**config.mk**
```make
export PLATFORM = sky130hd
export DESIGN_NAME = ppc_top
export DESIGN_NICKNAME = d
export VERILOG_FILES = /design/src/ppc_pkg.sv /design/src/ppc_top.sv
export SDC_FILE = /design/constraint.sdc
export NUM_CORES = 1
export LEC_CHECK = 0
export ABC_AREA = 1
export BUFFER_PORTS_ARGS = -buffer_cell sky130_fd_sc_hd__buf_4
export CELL_PAD_IN_SITES_DETAIL_PLACEMENT = 0
export CELL_PAD_IN_SITES_GLOBAL_PLACEMENT = 1
export CORE_ASPECT_RATIO = 0.8
export CORE_UTILIZATION = 39
export DETAILED_ROUTE_END_ITERATION = 12
export GPL_TIMING_DRIVEN = 0
export PLACE_DENSITY_LB_ADDON = 0.1
export SETUP_SLACK_MARGIN = 0.5
export SKIP_LAST_GASP = 1
export SYNTH_ARGS = -nofsm -noshare
export SYNTH_HDL_FRONTEND = slang
export SYNTH_SLANG_ARGS = --single-unit
```
**constraint.sdc**
```tcl
create_clock -name clk_sys_i -period 6.9 [get_ports clk_sys_i]
set_input_delay 0.69 -clock clk_sys_i [delete_from_list [all_inputs] [get_ports clk_sys_i]]
set_output_delay 0.69 -clock clk_sys_i [all_outputs]
set_load 0.1 [all_outputs]
```
**src/ppc_pkg.sv**
```systemverilog
// Purpose: Shared constants and carriers for the port P pin control block
// Assumes: APB4 slave with 32-bit data and 8-bit registers in the low lane
// Notes: Register indices are word indices; byte address is index times four
package ppc_pkg;

  localparam int PPC_WIDTH = 8;
  localparam int PPC_AW = 12;

  // Register word indices
  localparam logic [9:0] PPC_IDX_DATA = 10'h258;
  localparam logic [9:0] PPC_IDX_INPUT = 10'h259;
  localparam logic [9:0] PPC_IDX_DIR = 10'h25A;
  localparam logic [9:0] PPC_IDX_DRIVE = 10'h25B;
  localparam logic [9:0] PPC_IDX_PULL = 10'h25C;
  localparam logic [9:0] PPC_IDX_POL = 10'h25D;
  localparam logic [9:0] PPC_IDX_IRQ_EN = 10'h25E;
  localparam logic [9:0] PPC_IDX_IRQ_STAT = 10'h25F;
  localparam logic [9:0] PPC_IDX_IRQ_CLR = 10'h260;

  // Reset values
  localparam logic [7:0] PPC_RST_DATA = 8'h00;
  localparam logic [7:0] PPC_RST_DIR = 8'h00;
  localparam logic [7:0] PPC_RST_DRIVE = 8'h00;
  localparam logic [7:0] PPC_RST_PULL = 8'h00;
  localparam logic [7:0] PPC_RST_POL = 8'h00;
  localparam logic [7:0] PPC_RST_IRQ_EN = 8'h00;
  localparam logic [7:0] PPC_RST_FLAG = 8'h00;

  // Pin field positions and peripheral routing masks
  localparam int PPC_PIN_SHUTDOWN = 7;
  localparam logic [7:0] PPC_TIMER_MASK = 8'h07;
  localparam logic [7:0] PPC_SCI_MASK = 8'h05;

  // Requests from the sharing peripherals, one bit per pin except pwm_shutdown_en
  typedef struct packed {
    logic [7:0] pwm_en;
    logic [7:0] pwm_out;
    logic pwm_shutdown_en;
    logic [7:0] timer_oc_en;
    logic [7:0] timer_out;
    logic [7:0] sci_en;
    logic [7:0] sci_oe;
    logic [7:0] sci_out;
  } ppc_periph_s;

  // Pad controls, one bit per pin
  typedef struct packed {
    logic [7:0] out;
    logic [7:0] oe;
    logic [7:0] reduced;
    logic [7:0] pull_up;
    logic [7:0] pull_down;
  } ppc_pad_s;

endpackage

```
**src/ppc_top.sv**
```systemverilog
// Purpose: Direction, drive, pull and pin interrupt control of port P
// Assumes: Single clock; pin inputs arrive asynchronously
// Notes: APB slave answers with zero wait states after its setup cycle
//
// Chosen here: the APB slave port.
`timescale 1ns/1ps

module ppc_top (
  // Clock and reset
  input wire logic clk_sys_i,
  input wire logic rst_i,
  // APB slave
  input wire logic psel_i,
  input wire logic penable_i,
  input wire logic pwrite_i,
  input wire logic [ppc_pkg::PPC_AW-1:0] paddr_i,
  input wire logic [31:0] pwdata_i,
  input wire logic [3:0] pstrb_i,
  output logic [31:0] prdata_o,
  output logic pready_o,
  output logic pslverr_o,
  // Peripheral requests
  input wire ppc_pkg::ppc_periph_s periph_i,
  // Pins
  input wire logic [7:0] pin_in_i,
  output ppc_pkg::ppc_pad_s pad_o,
  output logic [7:0] pin_sync_o,
  // Interrupt
  output logic irq_o
);
  import ppc_pkg::*;

  logic [7:0] data_q;
  logic [7:0] dir_q;
  logic [7:0] drive_q;
  logic [7:0] pull_q;
  logic [7:0] pol_q;
  logic [7:0] irq_en_q;
  logic [7:0] flag_q;
  logic [7:0] flag_d;
  logic [7:0] meta_q;
  logic [7:0] sync_q;
  logic [7:0] prev_q;
  logic [7:0] edge_hit;
  logic [7:0] eff_oe;
  logic [7:0] eff_out;
  logic [7:0] clr_req;
  logic [31:0] prdata_q;
  logic pslverr_q;
  logic [9:0] widx;
  logic wr_en;
  logic setup;
  logic [7:0] rd_byte;
  logic rd_hit;
  ppc_pad_s pad_q;
  ppc_pad_s pad_d;

  // Matches a register index against the word address on the bus
  function automatic logic idx_is(input logic [9:0] a,
                                  input logic [9:0] idx);
    idx_is = (a == idx);
  endfunction

  // Word address; the index takes all address bits above the two low ones, which are ignored
  assign widx = paddr_i[11:2];
  assign setup = psel_i & ~penable_i;
  assign wr_en = psel_i & penable_i & pwrite_i & pstrb_i[0];

  // Registered read path, captured in the setup cycle
  always_comb begin
    rd_byte = 8'h00;
    rd_hit = 1'b1;
    case (1'b1)
      idx_is(widx, PPC_IDX_DATA): begin
        rd_byte = (data_q & dir_q) | (sync_q & ~dir_q);
      end
      idx_is(widx, PPC_IDX_INPUT): begin
        rd_byte = sync_q;
      end
      idx_is(widx, PPC_IDX_DIR): begin
        rd_byte = dir_q;
      end
      idx_is(widx, PPC_IDX_DRIVE): begin
        rd_byte = drive_q;
      end
      idx_is(widx, PPC_IDX_PULL): begin
        rd_byte = pull_q;
      end
      idx_is(widx, PPC_IDX_POL): begin
        rd_byte = pol_q;
      end
      idx_is(widx, PPC_IDX_IRQ_EN): begin
        rd_byte = irq_en_q;
      end
      idx_is(widx, PPC_IDX_IRQ_STAT): begin
        rd_byte = flag_q;
      end
      idx_is(widx, PPC_IDX_IRQ_CLR): begin
        rd_byte = 8'h00;
      end
      default: begin
        rd_hit = 1'b0;
      end
    endcase
  end

  always_ff @(posedge clk_sys_i or posedge rst_i) begin
    if (rst_i) begin
      prdata_q <= 32'h0000_0000;
      pslverr_q <= 1'b0;
    end else if (setup) begin
      prdata_q <= {24'h00_0000, rd_byte};
      pslverr_q <= ~rd_hit;
    end
  end

  assign prdata_o = prdata_q;
  assign pslverr_o = pslverr_q;
  // Zero wait states keep the slave simple; setup already did the decode
  assign pready_o = 1'b1;

  // Software registers; a write to an unmapped word is dropped
  always_ff @(posedge clk_sys_i or posedge rst_i) begin
    if (rst_i) begin
      data_q <= PPC_RST_DATA;
    end else if (wr_en && idx_is(widx, PPC_IDX_DATA)) begin
      data_q <= pwdata_i[7:0];
    end
  end

  // Only software writes reach this register, never an override
  always_ff @(posedge clk_sys_i or posedge rst_i) begin
    if (rst_i) begin
      dir_q <= PPC_RST_DIR;
    end else if (wr_en && idx_is(widx, PPC_IDX_DIR)) begin
      dir_q <= pwdata_i[7:0];
    end
  end

  always_ff @(posedge clk_sys_i or posedge rst_i) begin
    if (rst_i) begin
      drive_q <= PPC_RST_DRIVE;
    end else if (wr_en && idx_is(widx, PPC_IDX_DRIVE)) begin
      drive_q <= pwdata_i[7:0];
    end
  end

  always_ff @(posedge clk_sys_i or posedge rst_i) begin
    if (rst_i) begin
      pull_q <= PPC_RST_PULL;
    end else if (wr_en && idx_is(widx, PPC_IDX_PULL)) begin
      pull_q <= pwdata_i[7:0];
    end
  end

  always_ff @(posedge clk_sys_i or posedge rst_i) begin
    if (rst_i) begin
      pol_q <= PPC_RST_POL;
    end else if (wr_en && idx_is(widx, PPC_IDX_POL)) begin
      pol_q <= pwdata_i[7:0];
    end
  end

  always_ff @(posedge clk_sys_i or posedge rst_i) begin
    if (rst_i) begin
      irq_en_q <= PPC_RST_IRQ_EN;
    end else if (wr_en && idx_is(widx, PPC_IDX_IRQ_EN)) begin
      irq_en_q <= pwdata_i[7:0];
    end
  end

  // Pin synchroniser; only sync_q and prev_q are looked at by logic, never meta_q
  always_ff @(posedge clk_sys_i or posedge rst_i) begin
    if (rst_i) begin
      meta_q <= 8'h00;
      sync_q <= 8'h00;
      prev_q <= 8'h00;
    end else begin
      meta_q <= pin_in_i;
      sync_q <= meta_q;
      prev_q <= sync_q;
    end
  end

  assign pin_sync_o = sync_q;

  // Per-pin direction arbitration and edge detection
  for (genvar i = 0; i < PPC_WIDTH; i++) begin : g_pin
    always_comb begin
      eff_oe[i] = dir_q[i];
      eff_out[i] = data_q[i];
      if (i == PPC_PIN_SHUTDOWN && periph_i.pwm_shutdown_en) begin
        // Shutdown wins over an enabled channel on this pin
        eff_oe[i] = 1'b0;
      end else if (periph_i.pwm_en[i]) begin
        eff_oe[i] = 1'b1;
        eff_out[i] = periph_i.pwm_out[i];
      end else if (PPC_TIMER_MASK[i] && periph_i.timer_oc_en[i]) begin
        eff_oe[i] = 1'b1;
        eff_out[i] = periph_i.timer_out[i];
      end else if (PPC_SCI_MASK[i] && periph_i.sci_en[i]) begin
        eff_oe[i] = periph_i.sci_oe[i];
        eff_out[i] = periph_i.sci_out[i];
      end
    end

    // Polarity 1 looks for a rising edge, 0 for a falling one
    assign edge_hit[i] = pol_q[i] ? (sync_q[i] & ~prev_q[i])
                                  : (~sync_q[i] & prev_q[i]);
  end

  // Pad controls are registered so pins never see decode glitches
  always_comb begin
    pad_d.out = eff_out;
    pad_d.oe = eff_oe;
    pad_d.reduced = drive_q & eff_oe;
    pad_d.pull_up = pull_q & ~eff_oe & ~pol_q;
    pad_d.pull_down = pull_q & ~eff_oe & pol_q;
  end

  always_ff @(posedge clk_sys_i or posedge rst_i) begin
    if (rst_i) begin
      pad_q <= '0;
    end else begin
      pad_q <= pad_d;
    end
  end

  assign pad_o = pad_q;

  // Flags: an edge in the same cycle as its clear keeps the flag set
  assign clr_req = (wr_en && idx_is(widx, PPC_IDX_IRQ_CLR)) ?
                   pwdata_i[7:0] : 8'h00;
  assign flag_d = (flag_q & ~clr_req) | edge_hit;

  always_ff @(posedge clk_sys_i or posedge rst_i) begin
    if (rst_i) begin
      flag_q <= PPC_RST_FLAG;
    end else begin
      flag_q <= flag_d;
    end
  end

  assign irq_o = |(flag_q & irq_en_q);

endmodule

```
==> summary.txt <==
Status -> complete, no violations
Routed WL -> 16400 um
Port Buf Inserts -> 118
Clk sinks -> 129
Area Growth Syn to Fin -> 32.10%
DRC viols -> 0
Power share of the clock group -> 0.475
RD Place Congestion -> 0.8883
Initial antenna violation count -> 0
Largest net degree at the start of global routing -> 67
PostCTS Resize Cnt -> 0
Most frequent cell after synthesis -> nand2_1
Total GRT Usage -> 0.2302
Most Used Layer, Global Route -> met1
Worst EP required -> 6210 ps
H-tree levels -> 4
Leakage -> 3.827 nW
DR vias -> 4821
Final Cell Area -> 7605 sq um
Hold_buf cts -> 0
Seq cells post-synth -> 129
Synth top area share -> 0.5607
Switching power -> 528.3 uW
Post-synth top cells -> nand2_1 (171), dfrtp_1 (129), inv_1 (63)
Sw Share -> 0.2723
Number of global-route vias before repair -> 4554
Grt met1 use -> 0.3372
Number of fill cells in the layout -> 1357
Max Cap Viol -> 0
Met3 GRT Util -> 0.06264
Worst slew pin tran -> 897.2 ps
Worst R2R Setup Slack -> 5710 ps
Yosys cell types -> 34
Cell Area, Synth -> 5757 sq um
Clock buffer count from CTS -> 17
RR Startpoint -> pol_q[0]
Worst stage delay on the critical path -> 400 ps
# setup viols final -> 0
GR Util met2 -> 0.3280
Post-synth EDFFs -> 0
Die Area -> 15250 sq um
Clk root buf -> clkbuf_16
Fmax -> 0.4210 GHz
Register clock-pin slew on the reported worst setup and hold paths -> 60 ps
Ports -> 201
Initial drt markers -> 406
Period utilization -> 0.3442
Synth Warn # -> 0
Final Max Slew Viols -> 0
Arr. time, crit path -> 1690 ps
Share of cells above drive strength 1 -> 0.2780
Worst-Skew Late Latency -> 420 ps
RSZ-0062 raised after global routing -> no
Antenna viol nets, final -> 0
Critical Path Source Type -> flop
WL per Instance -> 16.33 um
P_int -> 1.411 mW
Initial core utilization -> 0.4013
Clock Skew -> 6.608 ps
Worst Path Class, Setup -> flop to output port
Chip width -> 137.8 um
Leading post-synthesis cells by cell area -> dfrtp_1 (56%), nand2_1 (11%), inv_1 (4.1%), nor2_1 (3.6%), nand3_1 (3.4%)
WP buf/inv -> 1
Top Family by Delay on Critical Path -> flip-flops
Final nets -> 925
Top_reg_cell synth -> dfrtp_1
CTS tree -> done
P per Cell Area -> 255.1 nW/um^2
Cell Area, Placed -> 6992 sq um
First-pass GRT wire length -> 25360 um
Reg power frac -> 0.402
Worst IR Drop VDD -> 0.0001985 V
Worst hold path class -> input pin to asynchronous set/reset pin
Reg-to-reg endpoint -> prdata_o[0]
Die H -> 110.7 um
Site Rows -> 39
DPL Wire Length -> 11700 um
Post-DR vias/cell -> 4.802
Worst path slowest cell -> dfrtp_1
Max_slew headroom -> 0.3969
Reg2reg path depth -> 8
Async SR Flop Fraction -> 1.000
Drt pass-1 iters -> 5
Final min period -> 2375 ps
Mapped Avg Cell Area -> 8.911 sq um
Cell count after synthesis -> 646
Setup TNS Final -> 0 ps
Most Frequent Cell on Critical Path -> nand2_1
Total congestion overflow -> 0
Logic pwr share -> 0.123
Share of the yosys chip area belonging to registers -> 0.5607
Total core area -> 14350 sq um
Most area-hungry cell type in the Yosys netlist -> dfrtp_1
Antenna diodes -> 0
Worst setup EP type -> output port
Postcts setup bufs -> 0
Cells along the critical path -> nand2_1 > nand2_1 > a221oi_1 > nand2_1 > buf_4
Maximum fanout along the worst path -> 3
Final hold viol count -> 0
Maximum root-to-sink buffer count -> 2
-- metrics by stage --
stage	setup slack [ps]	total power [mW]	hold WS [ps]	instances	util
finish	4525	1.940	330.5	1004	0.5301
global route	4459	2.008	355.3	1004	0.5301
CTS	4522	1.961	348.0	1004	0.5301
detailed placement	4301	1.032	334.7	972	0.4874
global placement	1324	1.028	331.7	971	0.4851
floorplan	2769	0.9686	331.2	669	-
-- how the worst max path moves through the flow --
stage,cells after the start,start,end
detailed placement,13,paddr_i[10],prdata_o[0]
CTS,5,flag_q[5],irq_o
finish,5,flag_q[5],irq_o
global placement,2,rst_i,pad_o[27]
floorplan,1,rst_i,data_q[0]
global route,5,flag_q[5],irq_o
-- routing by layer --
metal  up-vias  wire length (um)
li1       2370                 -
met1      2261              7854
met2       171              7114
met3        19              1201
met4         0               227
met5         -                 0
-- kinds of logic (layout without fill, tap and decap cells) --
| kind of cell | count (synthesis) | in the layout | share of synthesized area |
|---|---|---|---|
| muxes | 1 | 1 | 0.001739 |
| DFF | 129 | 129 | 0.5607 |
| AOI/OAI and AO/OA | 105 | 105 | 0.1048 |
| buffers and inverters | 102 | 253 | 0.08759 |
| other | 2 | 25 | 0.001305 |
| and+or+nand+nor | 307 | 307 | 0.2439 |
-- registers in the layout (all words and copies together) (netlist names), 8 cells and up --
| name | count |
|---|---|
| flag_q | 8 |
| drive_q | 8 |
| irq_en_q | 8 |
| pad_o | 40 |
| pol_q | 8 |
| pin_sync_o | 8 |
| prdata_o | 8 |
| dir_q | 8 |
| meta_q | 8 |
| prev_q | 8 |
| data_q | 8 |
| pull_q | 8 |
-- power by group through the flow --
stage	Combinational (mW)	Sequential (mW)	Clock [mW]
detailed placement	0.240	0.792	0
global route	0.253	0.780	0.975
CTS	0.240	0.779	0.941
floorplan	0.114	0.855	0
global placement	0.236	0.792	0
finish	0.239	0.779	0.922
-- layout make-up --
type                       instances  area [sq um]  share of cell area
clock inverter                    13         160.2             0.02106
sequential                       129          3228              0.4245
clock buffer                      19         452.9             0.05956
tap                              184         230.2             0.03027
multi-input combinational        438          2111              0.2776
buffer                            33         245.2             0.03225
timing repair buffer             119         913.4              0.1201
inverter                          69         264.0             0.03472
-- worst register-to-register path: stages, from the launching register on --
cell	delay (ps)
dfrtp_1	420
inv_1	130
nor2_1	60
nor2_1	100
nand3_1	70
nand2_1	60
nand2_1	100
nand2_1	90
nand2_1	40
-- cell usage in the layout, fill, tap and decap left out, types with 2 or more instances in the layout --
cell | netlist | layout
a221oi_1 | 2 | 2
nand2_1 | 171 | 171
dfrtp_1 | 129 | 129
nand4_1 | 8 | 8
inv_1 | 63 | 62
o21ai_1 | 30 | 30
clkbuf_16 | 0 | 17
clkbuf_8 | 0 | 2
o21a_1 | 4 | 4
a31oi_1 | 5 | 5
clkinv_2 | 0 | 3
conb_1 | 2 | 25
a21oi_1 | 13 | 13
nor2_1 | 55 | 55
nand2_4 | 2 | 2
nand3_2 | 3 | 3
nor3_1 | 2 | 2
clkinvlp_4 | 0 | 5
inv_2 | 5 | 5
nor2_4 | 6 | 6
o211ai_1 | 8 | 8
o21ai_0 | 34 | 34
buf_6 | 3 | 3
o21ai_2 | 8 | 8
buf_2 | 4 | 4
nand2_2 | 11 | 11
inv_6 | 0 | 2
buf_4 | 25 | 143
nand3_1 | 39 | 39
bufinv_16 | 0 | 3
nor2_2 | 5 | 5
(Power assumes the default switching activity.)
